--- src/hdl/cs_ready_pkg.sv ---
/*
 * Constants for the chip-select and ready generator: register offsets,
 * field positions, reset values and bus-cycle states.
 * Assumes a 32-bit APB register bus with byte addresses.
 */
`default_nettype none
package cs_ready_pkg;
	// Register byte offsets
	localparam logic [7:0] OFS_UPPER = 8'h00;
	localparam logic [7:0] OFS_LOWER = 8'h04;
	localparam logic [7:0] OFS_MID_BASE = 8'h08;
	localparam logic [7:0] OFS_MID_SIZE = 8'h0c;
	localparam logic [7:0] OFS_PER_BASE = 8'h10;
	localparam logic [7:0] OFS_PER_CTL = 8'h14;
	localparam logic [7:0] OFS_RELOC = 8'h18;
	localparam logic [7:0] OFS_STATUS = 8'h1c;
	// Field positions
	localparam int ADR_LSB = 6;
	localparam int RDY_IGN = 2;
	localparam int PER_MEM = 3;
	localparam int PER_ABITS = 7;
	localparam int REL_MEM = 12;
	// Reset values
	localparam logic [15:0] RST_UPPER = 16'hffc3;
	localparam logic [15:0] RST_LOWER = 16'h0003;
	localparam logic [15:0] RST_MID_BASE = 16'h0000;
	localparam logic [15:0] RST_MID_SIZE = 16'h0003;
	localparam logic [15:0] RST_PER_BASE = 16'h0003;
	localparam logic [15:0] RST_PER_CTL = 16'h0003;
	localparam logic [15:0] RST_RELOC = 16'h00ff;
	// Geometry
	localparam int MEM_SEL_N = 6;
	localparam int PER_SEL_N = 7;
	localparam int SEG_SHIFT = 4;
	localparam int PER_BLK_LSB = 7;
	localparam logic [12:0] PER_BLK_N = 13'h0007;
	localparam logic [2:0] PER_HI_FIRST = 3'h4;
	// Bus-cycle states
	typedef enum logic [2:0] {
		ST_IDLE = 3'b000,
		ST_T1 = 3'b001,
		ST_T2 = 3'b010,
		ST_T3 = 3'b011,
		ST_TW = 3'b100,
		ST_T4 = 3'b101
	} bus_state_e;
endpackage : cs_ready_pkg
`default_nettype wire

--- src/hdl/chip_select_ready_gen.sv ---
/*
 * Chip-select decoder and wait-state generator with APB registers.
 * Assumes one clock pclk, inputs synchronous to it except the
 * asynchronous ready, and a CPU that starts one bus cycle at a time.
 */
// Contract
// - Physical address is segment shl 4 plus offset
// - Six memory and seven peripheral select outputs
// - Memory selects grouped lower, mid-range, upper
// - Region sizes are software programmable
// - Lower starts at zero, upper ends at top
// - Mid-range start address is programmable
// - Seven adjacent 128-byte blocks above base
// - Peripheral base in memory or I/O space
// - Insert programmed zero to three waits
// - Ready bit may ignore external ready inputs
// - Five ready settings, peripherals split 0-3/4-6
// - 16-bit registers in relocatable 256-byte block
// - External ready synchronised before use
// - Cycle has four clocks, waits after third
// - Two peripheral selects may drive A1, A2
`default_nettype none
module chip_select_ready_gen
	import cs_ready_pkg::*;
(
	input wire logic pclk,
	input wire logic presetn,
	input wire logic clk_en,
	// APB slave
	input wire logic psel,
	input wire logic penable,
	input wire logic pwrite,
	input wire logic [7:0] paddr,
	input wire logic [31:0] pwdata,
	output logic [31:0] prdata,
	output logic pready,
	output logic pslverr,
	// CPU bus-cycle request
	input wire logic cyc_start,
	input wire logic cyc_io,
	input wire logic [15:0] seg_in,
	input wire logic [15:0] off_in,
	output logic cyc_busy,
	output logic cyc_done,
	output logic [19:0] phys_addr,
	output logic reg_block_hit,
	// External side
	input wire logic async_ready_in,
	input wire logic sync_ready_in,
	output logic upper_sel_n,
	output logic lower_sel_n,
	output logic [3:0] mid_sel_n,
	output logic [6:0] per_sel_n
);
	// Control registers
	logic [15:0] upper_ff;
	logic [15:0] lower_ff;
	logic [15:0] mid_base_ff;
	logic [15:0] mid_size_ff;
	logic [15:0] per_base_ff;
	logic [15:0] per_ctl_ff;
	logic [15:0] reloc_ff;
	// Bus-cycle state
	bus_state_e state_ff;
	bus_state_e nxt_state;
	logic [1:0] wait_ff;
	logic use_ext_ff;
	logic [19:0] addr_ff;
	logic [MEM_SEL_N-1:0] msel_ff;
	logic [PER_SEL_N-1:0] psel_ff;
	logic [1:0] lat_a_ff;
	logic done_ff;
	logic hit_ff;
	logic [31:0] rdata_ff;
	// Ready synchronisers
	logic async_ready_in_meta_ff;
	logic async_ready_in_ff;
	logic sync_ready_in_ff;
	// Decode wires
	logic [19:0] nxt_addr;
	logic [9:0] a_hi;
	logic hit_lower;
	logic hit_upper;
	logic hit_mid;
	logic hit_per;
	logic hit_reg;
	logic [9:0] mid_ofs;
	logic [3:0] mid_dec;
	logic [12:0] per_blk;
	logic [6:0] per_dec;
	logic [2:0] nxt_rdy;
	logic ext_ready;
	logic take;
	logic apb_wr;
	logic apb_setup;

	// APB handshakes
	assign apb_wr = psel & penable & pwrite & clk_en;
	assign apb_setup = psel & ~penable & clk_en;
	assign pready = clk_en;
	assign take = clk_en & cyc_start & (state_ff == ST_IDLE);

	// Unmapped offsets answer with an error
	always_comb begin
		if (paddr == OFS_UPPER) begin
			pslverr = 1'b0;
		end else if (paddr == OFS_LOWER || paddr == OFS_MID_BASE) begin
			pslverr = 1'b0;
		end else if (paddr == OFS_MID_SIZE || paddr == OFS_PER_BASE) begin
			pslverr = 1'b0;
		end else if (paddr == OFS_PER_CTL || paddr == OFS_RELOC) begin
			pslverr = 1'b0;
		end else if (paddr == OFS_STATUS) begin
			pslverr = psel & penable & pwrite;
		end else begin
			pslverr = psel & penable;
		end
	end

	// Register writes, 16 bits in the low half
	always_ff @(posedge pclk or negedge presetn) begin
		if (!presetn) begin
			upper_ff <= RST_UPPER;
			lower_ff <= RST_LOWER;
			mid_base_ff <= RST_MID_BASE;
			mid_size_ff <= RST_MID_SIZE;
			per_base_ff <= RST_PER_BASE;
			per_ctl_ff <= RST_PER_CTL;
			reloc_ff <= RST_RELOC;
		end else if (apb_wr) begin
			if (paddr == OFS_UPPER) begin
				upper_ff <= pwdata[15:0];
			end else if (paddr == OFS_LOWER) begin
				lower_ff <= pwdata[15:0];
			end else if (paddr == OFS_MID_BASE) begin
				mid_base_ff <= pwdata[15:0];
			end else if (paddr == OFS_MID_SIZE) begin
				mid_size_ff <= pwdata[15:0];
			end else if (paddr == OFS_PER_BASE) begin
				per_base_ff <= pwdata[15:0];
			end else if (paddr == OFS_PER_CTL) begin
				per_ctl_ff <= pwdata[15:0];
			end else if (paddr == OFS_RELOC) begin
				reloc_ff <= pwdata[15:0];
			end
		end
	end

	// Read data captured in the setup phase
	always_ff @(posedge pclk or negedge presetn) begin
		if (!presetn) begin
			rdata_ff <= 32'h0;
		end else if (apb_setup) begin
			if (paddr == OFS_UPPER) begin
				rdata_ff <= {16'h0, upper_ff};
			end else if (paddr == OFS_LOWER) begin
				rdata_ff <= {16'h0, lower_ff};
			end else if (paddr == OFS_MID_BASE) begin
				rdata_ff <= {16'h0, mid_base_ff};
			end else if (paddr == OFS_MID_SIZE) begin
				rdata_ff <= {16'h0, mid_size_ff};
			end else if (paddr == OFS_PER_BASE) begin
				rdata_ff <= {16'h0, per_base_ff};
			end else if (paddr == OFS_PER_CTL) begin
				rdata_ff <= {16'h0, per_ctl_ff};
			end else if (paddr == OFS_RELOC) begin
				rdata_ff <= {16'h0, reloc_ff};
			end else if (paddr == OFS_STATUS) begin
				// Live cycle state and ready levels
				rdata_ff <= {16'h0, 6'h0, sync_ready_in_ff, async_ready_in_ff, hit_ff,
					use_ext_ff, wait_ff, 1'b0, state_ff[1:0], state_ff[2]};
			end else begin
				rdata_ff <= 32'h0;
			end
		end
	end
	assign prdata = rdata_ff;

	// Physical address, carry out dropped; I/O uses the offset only
	always_comb begin
		if (cyc_io) begin
			nxt_addr = {4'h0, off_in};
		end else begin
			nxt_addr = 20'({seg_in, 4'h0} + {4'h0, off_in});
		end
	end
	assign a_hi = nxt_addr[19:10];

	// Memory regions in 1K units
	assign hit_lower = ~cyc_io & (a_hi < lower_ff[15:ADR_LSB]);
	assign hit_upper = ~cyc_io & (a_hi >= upper_ff[15:ADR_LSB]);
	assign mid_ofs = 10'(a_hi - mid_base_ff[15:ADR_LSB]);

	// Mid-range split into four equal select blocks
	always_comb begin
		mid_dec = 4'h0;
		hit_mid = 1'b0;
		if (!cyc_io && a_hi >= mid_base_ff[15:ADR_LSB]) begin
			hit_mid = 1'b1;
			if ({1'b0, mid_ofs} < {1'b0, mid_size_ff[15:ADR_LSB]}) begin
				mid_dec = 4'h1;
			end else if ({1'b0, mid_ofs} < 11'({mid_size_ff[15:ADR_LSB], 1'b0})) begin
				mid_dec = 4'h2;
			end else if ({2'b0, mid_ofs} < 12'(3 * mid_size_ff[15:ADR_LSB])) begin
				mid_dec = 4'h4;
			end else if ({2'b0, mid_ofs} < {mid_size_ff[15:ADR_LSB], 2'b0}) begin
				mid_dec = 4'h8;
			end else begin
				hit_mid = 1'b0;
			end
		end
	end

	// Peripheral blocks of 128 bytes above the base
	assign per_blk = 13'((nxt_addr - {per_base_ff[15:ADR_LSB], 10'h0}) >> PER_BLK_LSB);
	always_comb begin
		per_dec = 7'h0;
		hit_per = 1'b0;
		if ((cyc_io != per_base_ff[PER_MEM]) &&
			(nxt_addr >= {per_base_ff[15:ADR_LSB], 10'h0}) &&
			(per_blk < PER_BLK_N)) begin
			hit_per = 1'b1;
			per_dec = 7'(7'h1 << per_blk[2:0]);
		end
	end

	// Register block claims its 256 bytes in the chosen space
	assign hit_reg = (cyc_io != reloc_ff[REL_MEM]) &&
		(nxt_addr[19:8] == reloc_ff[11:0]);

	// Ready setting picked by the decoded area
	always_comb begin
		if (hit_reg) begin
			nxt_rdy = 3'b100;
		end else if (hit_lower) begin
			nxt_rdy = lower_ff[2:0];
		end else if (hit_upper) begin
			nxt_rdy = upper_ff[2:0];
		end else if (hit_mid) begin
			nxt_rdy = mid_size_ff[2:0];
		end else if (hit_per && per_blk[2:0] < PER_HI_FIRST) begin
			nxt_rdy = per_base_ff[2:0];
		end else if (hit_per) begin
			nxt_rdy = per_ctl_ff[2:0];
		end else begin
			nxt_rdy = 3'b000;
		end
	end

	// Async ready through two flops, sync ready through one
	always_ff @(posedge pclk or negedge presetn) begin
		if (!presetn) begin
			async_ready_in_meta_ff <= 1'b0;
			async_ready_in_ff <= 1'b0;
			sync_ready_in_ff <= 1'b0;
		end else if (clk_en) begin
			async_ready_in_meta_ff <= async_ready_in;
			async_ready_in_ff <= async_ready_in_meta_ff;
			sync_ready_in_ff <= sync_ready_in;
		end
	end
	assign ext_ready = async_ready_in_ff | sync_ready_in_ff;

	// Bus-cycle sequencer
	always_comb begin
		nxt_state = state_ff;
		case (state_ff)
			ST_IDLE: begin
				if (take) begin
					nxt_state = ST_T1;
				end
			end
			ST_T1: begin
				nxt_state = ST_T2;
			end
			ST_T2: begin
				nxt_state = ST_T3;
			end
			ST_T3, ST_TW: begin
				if (wait_ff != 2'd0) begin
					nxt_state = ST_TW;
				end else if (use_ext_ff && !ext_ready) begin
					nxt_state = ST_TW;
				end else begin
					nxt_state = ST_T4;
				end
			end
			ST_T4: begin
				nxt_state = ST_IDLE;
			end
			default: begin
				nxt_state = ST_IDLE;
			end
		endcase
	end

	// State register
	always_ff @(posedge pclk or negedge presetn) begin
		if (!presetn) begin
			state_ff <= ST_IDLE;
		end else if (clk_en) begin
			state_ff <= nxt_state;
		end
	end

	// Wait counter and ready mode, loaded at cycle start
	always_ff @(posedge pclk or negedge presetn) begin
		if (!presetn) begin
			wait_ff <= 2'd0;
			use_ext_ff <= 1'b0;
		end else if (clk_en) begin
			if (take) begin
				wait_ff <= nxt_rdy[1:0];
				use_ext_ff <= ~nxt_rdy[RDY_IGN];
			end else if ((state_ff == ST_T3 || state_ff == ST_TW) && wait_ff != 2'd0) begin
				wait_ff <= wait_ff - 2'd1;
			end
		end
	end

	// Latched address, selects and register-block flag
	always_ff @(posedge pclk or negedge presetn) begin
		if (!presetn) begin
			addr_ff <= 20'h0;
			msel_ff <= '0;
			psel_ff <= '0;
			lat_a_ff <= 2'b0;
			hit_ff <= 1'b0;
		end else if (clk_en) begin
			if (take) begin
				addr_ff <= nxt_addr;
				lat_a_ff <= nxt_addr[2:1];
				hit_ff <= hit_reg;
				// Priority register block, lower, upper, mid, peripheral
				msel_ff <= '0;
				psel_ff <= '0;
				if (hit_reg) begin
					msel_ff <= '0;
				end else if (hit_lower) begin
					msel_ff <= 6'b000001;
				end else if (hit_upper) begin
					msel_ff <= 6'b000010;
				end else if (hit_mid) begin
					msel_ff <= {mid_dec, 2'b00};
				end else if (hit_per) begin
					psel_ff <= per_dec;
				end
			end else if (state_ff == ST_T4) begin
				msel_ff <= '0;
				psel_ff <= '0;
			end
		end
	end

	// Done pulse in the cycle after T4
	always_ff @(posedge pclk or negedge presetn) begin
		if (!presetn) begin
			done_ff <= 1'b0;
		end else if (clk_en) begin
			done_ff <= (state_ff == ST_T4);
		end
	end

	// Active-low outputs; selects 5 and 6 may carry A1 and A2
	assign lower_sel_n = ~msel_ff[0];
	assign upper_sel_n = ~msel_ff[1];
	assign mid_sel_n = ~msel_ff[5:2];
	assign per_sel_n[4:0] = ~psel_ff[4:0];
	assign per_sel_n[5] = per_ctl_ff[PER_ABITS] ? lat_a_ff[0] : ~psel_ff[5];
	assign per_sel_n[6] = per_ctl_ff[PER_ABITS] ? lat_a_ff[1] : ~psel_ff[6];
	assign cyc_busy = (state_ff != ST_IDLE);
	assign cyc_done = done_ff;
	assign phys_addr = addr_ff;
	assign reg_block_hit = hit_ff;
endmodule : chip_select_ready_gen
`default_nettype wire

--- config.mk ---
export PLATFORM = sky130hd
export DESIGN_NAME = chip_select_ready_gen
export DESIGN_NICKNAME = d
export VERILOG_FILES = /design/src/hdl/cs_ready_pkg.sv /design/src/hdl/chip_select_ready_gen.sv
export SDC_FILE = /design/constraint.sdc
export NUM_CORES = 1
export LEC_CHECK = 0
export ABC_AREA = 1
export BUFFER_PORTS_ARGS = -buffer_cell sky130_fd_sc_hd__buf_2
export CAP_MARGIN = 40
export CELL_PAD_IN_SITES_DETAIL_PLACEMENT = 1
export CELL_PAD_IN_SITES_GLOBAL_PLACEMENT = 2
export CORE_UTILIZATION = 31
export CTS_BUF_LIST = sky130_fd_sc_hd__clkbuf_16
export DETAILED_ROUTE_END_ITERATION = 6
export PLACE_DENSITY = 0.77
export SLEW_MARGIN = 20
export SYNTH_ARGS = -nofsm -noshare
export SYNTH_HDL_FRONTEND = slang
export SYNTH_SLANG_ARGS = --single-unit
--- constraint.sdc ---
create_clock -name pclk -period 3.5 [get_ports pclk]
set_input_delay 0.35 -clock pclk [delete_from_list [all_inputs] [get_ports pclk]]
set_output_delay 0.35 -clock pclk [all_outputs]
set_load 0.02 [all_outputs]
# Word-level counts from Yosys, hierarchy flattened

Index checks and enable logic that the tools add are counted.
Widths: inputs -> output; s select.

Word-level logic and storage cells: 161
Bits of input ports: 82
Register bits after elaboration: 190
Output and inout bits: 70

Mux-type cells: 53
Eq/ne operators: 16
Bitwise operators: 25
Reductions and logical operators: 31
Shift operators: 1
Magnitude comparators: 10
Multipliers: 1
Add/subtract/negate cells: 4

Operators with widths:

| cell                  | number |
|---|---|
| $mux 16               | 7 |
| $mux 7                | 8 |
| $mux 6                | 6 |
| $eq 8x5->1 const B    | 4 |
| $lt 10x12->1          | 2 |
| $mux 3                | 7 |
| $add 20x16->20        | 1 |
| $ge 10x10->1          | 2 |
| $ge 20x20->1          | 1 |
| $lt 10x10->1          | 2 |
| $mux 20               | 1 |
| $mux 4                | 5 |
| $sub 20x20->20        | 1 |
| $eq 8x4->1 const B    | 2 |
| $mux 1                | 15 |
| $lt 13x3->1 const B   | 1 |
| $not 1->1             | 13 |
| $eq 12x12->1          | 1 |
| $mul 2x10->12 const A | 1 |
| $pmux 3 s4            | 1 |
| $lt 10x11->1          | 1 |
| $mux 10               | 1 |
| $reduce_and 2->1      | 5 |
| $sub 10x10->10        | 1 |
| 28 further kinds      | 52 |

# Depth between registers and ports, before layout

Word-level depth: 14
Mapped depth: 38
Depth with buffers taken out: 38

# Worst setup path after synthesis

No wires, ideal clock.

Kind: input-to-reg
From: input port seg_in[0]
To: register use_ext_ff
Setup time: 0.125 ns
Buffers on the path: 0
Cell stages on the path: 37
Required time: 3.375 ns
Slack: -1.421 ns
Data arrival time: 4.796 ns
Path through: ha_1 inv_1 fa_1 inv_1 nand3_1 nand2_2 nand2_1 nand3_1 nand3_1 nand2_1 inv_1 ha_1 nand2_1 o21ai_0 a21oi_1 o21bai_1 a21oi_1 o21bai_1 nand2_1 nand2_1 a21oi_1 xnor2_1 ha_1 inv_1 nor3_1 nand3b_1 nand3_1 nand2_1 inv_1 nand4_1 nand2_2 inv_1 nand2_1 nand3_1 nand2_1 nand3b_1 nand3_1

Cells in the longest elaborated chain, start to end: 14
Elaborated cells between the ends (all ways): 35
Classes of those cells: add/sub (3); order compare (10); eq/ne (1); mux (13); bitwise (3); reduce/logical (5)

RTL lines:

| what                   | line                         | source |
|---|---|---|
| start: declaration     | chip_select_ready_gen.sv:41  | `input wire logic [15:0] seg_in,` |
| $add 20x16->20 *       | chip_select_ready_gen.sv:184 | `nxt_addr = 20'({seg_in, 4'h0} + {4'h0, off_in});` |
| $mux 20 *              | chip_select_ready_gen.sv:181 | `if (cyc_io) begin` |
| named net nxt_addr[12] | chip_select_ready_gen.sv:80  | `logic [19:0] nxt_addr;` |
| $sub 10x10->10         | chip_select_ready_gen.sv:192 | `assign mid_ofs = 10'(a_hi - mid_base_ff[15:ADR_LSB]);` |
| $lt 10x12->1           | chip_select_ready_gen.sv:206 | `end else if ({2'b0, mid_ofs} < {mid_size_ff[15:ADR_LSB], 2'b0}) begin` |
| $mux 1                 | chip_select_ready_gen.sv:206 |  |
| $mux 1                 | chip_select_ready_gen.sv:204 | `end else if ({2'b0, mid_ofs} < 12'(3 * mid_size_ff[15:ADR_LSB])) begin` |
| $mux 1                 | chip_select_ready_gen.sv:202 | `end else if ({1'b0, mid_ofs} < 11'({mid_size_ff[15:ADR_LSB], 1'b0})) begin` |
| $mux 1                 | chip_select_ready_gen.sv:200 | `if ({1'b0, mid_ofs} < {1'b0, mid_size_ff[15:ADR_LSB]}) begin` |
| $mux 1                 | chip_select_ready_gen.sv:198 | `if (!cyc_io && a_hi >= mid_base_ff[15:ADR_LSB]) begin` |
| $mux 3                 | chip_select_ready_gen.sv:239 | `end else if (hit_mid) begin` |
| $mux 3                 | chip_select_ready_gen.sv:237 | `end else if (hit_upper) begin` |
| $mux 3                 | chip_select_ready_gen.sv:235 | `end else if (hit_lower) begin` |
| $mux 3 *               | chip_select_ready_gen.sv:233 | `if (hit_reg) begin` |
| $not 1->1 *            | chip_select_ready_gen.sv:314 | `use_ext_ff <= ~nxt_rdy[RDY_IGN];` |
| end signal: assignment | chip_select_ready_gen.sv:314 |  |
| end: declaration       | chip_select_ready_gen.sv:67  | `logic use_ext_ff;` |

The timed path passes the listed nets; every way through them passes the cells marked *.
A chain may end at the register's enable or synchronous reset.

# Worst setup path after layout

From: input port seg_in[0]
To: register psel_ff[3]

Cells in the longest elaborated chain, start to end: 14
Elaborated cells between the ends (all ways): 34
Classes of those cells: add/sub (3); order compare (9); eq/ne (1); shift (1); mux (14); bitwise (2); reduce/logical (4)

RTL lines:

| what                   | line                         | source |
|---|---|---|
| $add 20x16->20 *       | chip_select_ready_gen.sv:184 |  |
| $mux 20 *              | chip_select_ready_gen.sv:181 |  |
| named net nxt_addr[12] | chip_select_ready_gen.sv:80  |  |
| $sub 10x10->10         | chip_select_ready_gen.sv:192 |  |
| $lt 10x12->1           | chip_select_ready_gen.sv:206 |  |
| $mux 1                 | chip_select_ready_gen.sv:206 |  |
| $mux 1                 | chip_select_ready_gen.sv:204 |  |
| $mux 1                 | chip_select_ready_gen.sv:202 |  |
| $mux 1                 | chip_select_ready_gen.sv:200 |  |
| $mux 1                 | chip_select_ready_gen.sv:198 |  |
| $mux 7                 | chip_select_ready_gen.sv:343 | `end else if (hit_mid) begin` |
| $mux 7                 | chip_select_ready_gen.sv:341 | `end else if (hit_upper) begin` |
| $mux 7                 | chip_select_ready_gen.sv:339 | `end else if (hit_lower) begin` |
| $mux 7 *               | chip_select_ready_gen.sv:337 | `if (hit_reg) begin` |
| $mux 7 *               | chip_select_ready_gen.sv:330 | `if (take) begin` |
| end signal: assignment | chip_select_ready_gen.sv:346 | `psel_ff <= per_dec;` |
| end: declaration       | chip_select_ready_gen.sv:70  | `logic [PER_SEL_N-1:0] psel_ff;` |

Marks and branches as above.

==> results.ini <==
[run_status]
status=finished with violations
failed_checks=negative setup slack

[synthesis]
synth_warnings=0
ys.flop_type=dfrtp_1
netlist.area_leader.share=0.303
synth-xor-area-share=0.0168
synth_cells=1591
synth-seq-cells=172
synth_top_family_by_area=simple AND/OR/NAND/NOR gates
yosys.area_share.simple=0.257
synth.avg_cell_area_sq_um=7.47
synthAdderAreaFrac=0.108
synth-seq-area-share=0.365
synth_area_leader_cell=dfrtp_1
synth-edff-count=0
synth_area_sq_um=11900
synth_compound_area_frac=0.155
synth.area.top_cells=dfrtp_1 (30%), nand2_1 (13%), ha_1 (10%)
ys_types=60
synthMuxAreaShare=0.000947
synthArstFlopShare=1.00

[clock_network]
cts_max_level=4
clock-sinks=172
cts.reportedPaths.clkPinSlew_ns=0.07
numCtsBuffers=17
clk_path_buf_depth=2
clk_latency_ns=0.46
tritoncts=built
root_buffer=clkbuf_16

[placement]
port_buffers=119
gp_congestion=0.886
dp_hpwl_mm=35.7
place_ws_ns=-1.73

[timing]
fmax_mhz=225
setup_viol=17
min_period_ns=4.44
rsz0062_at_grt=true
drv_slew=0
worst_pin_slew_ns=0.770
slew-limit-headroom=0.474
fin_skew_ns=0.0183
finalHoldViolCount=0
fin_crit_sh=1.27
fin_ws_ns=-0.943
timing.hold.ws_ns=0.109

[global_routing]
antenna_found_initial=0
grt_pass1_vias=12538
grt_pass1_wl_mm=71.1
grt_overflow=0
grt_max_degree=83
grt_usage=0.240

[worst_setup_path]
cp_max_fo=5
endpoint_kind=register
worst-r2r-cell-count=26
critPathArrivalTime_ns=4.82
required_ns=3.87
crit_path_end=psel_ff[3]
critPathMaxStageDelay_ns=0.33
cp-start-kind=input pin
crit_type=in2reg
r2r_slack_ns=-0.28
r2r_start=mid_base_ff[8]
reg2reg_to=psel_ff[3]
critPathSlowestCell=fa_2
critPathLaunch=seg_in[0]
cp_common_cell=nand2_2

[floorplan]
num_io_pins=152
dieArea_sq_um=39100
core_area_sq_um=37700
die_h_um=198
die_x_um=198
rows=71
initial_core_util=0.316

[power_and_ir_drop]
power_uw=6880
peakVddDrop_mv=0.357
p_per_area_nw_per_um2=432
p_leak_uw=0.00765

[layout]
drive_gt1_frac=0.290
utilization=0.423
area_delta_synth_final_pct=34.0
n_antenna_cell=0
layout.nets=2091

[run]
maxCapViolCount=0

[drt]
antenna_left=0
drt-total-wl_mm=45.6
drt-vias-per-instance=4.94
dr.pass1.iters=5
drt_iter0_drc=519
vias=12017
wl_per_cell_um=18.7
drc=0

[hold_path]
hold_path.class=in2reg
holdCritStartpoint=async_ready_in

[timing repair]
action                                 4_1_cts  5_1_grt
pin swaps                                   47       39
cloned                                       2        0
endpoints found under the hold margin       18        0
setup endpoints to repair                   15       17
buffers inserted                            33       10
hold buffers                                 1        0
resized for setup                           77       40
[synthesized netlist by cell type (all sizes together) (7+ instances only)]
| cell type | n |
|---|---|
| nand2 | 421 |
| xor2 | 15 |
| o21ai | 181 |
| o2111ai | 9 |
| buf | 28 |
| nand3 | 96 |
| nor2 | 88 |
| a221oi | 13 |
| a31oi | 8 |
| dfstp | 28 |
| a21oi | 75 |
| nand4 | 35 |
| xnor2 | 7 |
| ha | 96 |
| clkbuf | 34 |
| or2 | 9 |
| inv | 215 |
| dfrtp | 144 |
| nor3 | 29 |
[cell usage in the layout (no fill, tap or decap), types with 15 or more instances in the layout]
| cell | synthesis | final |
|---|---|---|
| buf_4 | 18 | 210 |
| nand2_1 | 410 | 399 |
| a21oi_1 | 70 | 58 |
| nand4_1 | 33 | 33 |
| o21ai_0 | 167 | 163 |
| nand3_1 | 90 | 71 |
| a21oi_2 | 5 | 15 |
| inv_1 | 207 | 196 |
| clkbuf_16 | 0 | 18 |
| conb_1 | 1 | 16 |
| nor2_1 | 80 | 76 |
| dfrtp_1 | 144 | 144 |
| nand2_2 | 10 | 17 |
| inv_2 | 7 | 15 |
| ha_1 | 96 | 80 |
| nand3_2 | 6 | 23 |
| dfstp_2 | 28 | 28 |
| ha_4 | 0 | 16 |
| buf_2 | 5 | 116 |
[flip-flops by register name (all words and copies together) (netlist names)]
name and flops:
state_ff 3, mid_size_ff 16, prdata 16, async_ready_in_ff 1
async_ready_in_meta_ff 1, lower_ff 16, reg_block_hit 1, phys_addr 20
use_ext_ff 1, reloc_ff 16, upper_ff 16, cyc_done 1
per_base_ff 16, psel_ff 7, mid_base_ff 16, msel_ff 6
sync_ready_in_ff 1, wait_ff 2, per_ctl_ff 16
[metrics by stage]
stage	cells	TNS (ns)	cell area, sq um
after floorplan	1606	-12.16	12000
after global placement	2358	-19.37	14400
after detailed placement	2360	-22.54	14400
after CTS	2426	-10.41	15700
after global routing	2433	-17.93	15900
final	2433	-13.47	15900
[kinds of logic (layout without fill, tap and decap cells)]
family | after synthesis | count (layout)
and+or+nand+nor | 691 | 692
AOI/OAI and AO/OA | 324 | 324
buffers and inverters | 280 | 595
DFF | 172 | 172
adders and majority gates | 100 | 100
xor gates and xnor gates | 22 | 22
other | 1 | 16
muxes | 1 | 1
[where the power goes]
part / switching, uW / total [uW] / internal (uW)
clock: 935 / 2070 / 1140
sequential: 139 / 2320 / 2180
combinational: 1470 / 2500 / 1030
total: 2540 / 6880 / 4340
[metal layers]
| metal | track usage | vias to the layer above | wire length [um] |
|---|---|---|---|
| met4 | 0.0508 | 0 | 618 |
| met5 | 0 | - | 0 |
| met2 | 0.414 | 190 | 22300 |
| met3 | 0.0356 | 31 | 1450 |
| met1 | 0.317 | 5921 | 21200 |
| li1 | - | 5875 | - |
[critical path: cells and delay by family]
| family | cells | cell delay, ns |
|---|---|---|
| AOI/OAI and AO/OA | 7 | 0.93 |
| xor gates and xnor gates | 1 | 0.20 |
| adders and majority gates | 4 | 1.08 |
| buffers and inverters | 6 | 0.47 |
| and+or+nand+nor | 19 | 1.79 |
[worst min path at each step]
stage,depth (start not counted),end,slack (ns)
after global routing,3,async_ready_in_meta_ff,0.11
after global placement,1,phys_addr[3],0.45
after floorplan,0,async_ready_in_ff,0.05
final,3,async_ready_in_meta_ff,0.11
after CTS,3,async_ready_in_meta_ff,0.09
after detailed placement,1,phys_addr[1],0.45
[layout make-up]
type,count,area (sq um)
clock buffers,17,425
clock inverters,15,184
fillers,4697,21700
inverters,218,828
multi-input cells,1155,7080
flip-flops and latches,172,4340
well taps,511,639
repair buffers,345,2440
No activity file was read; power rests on OpenSTA's default activity.
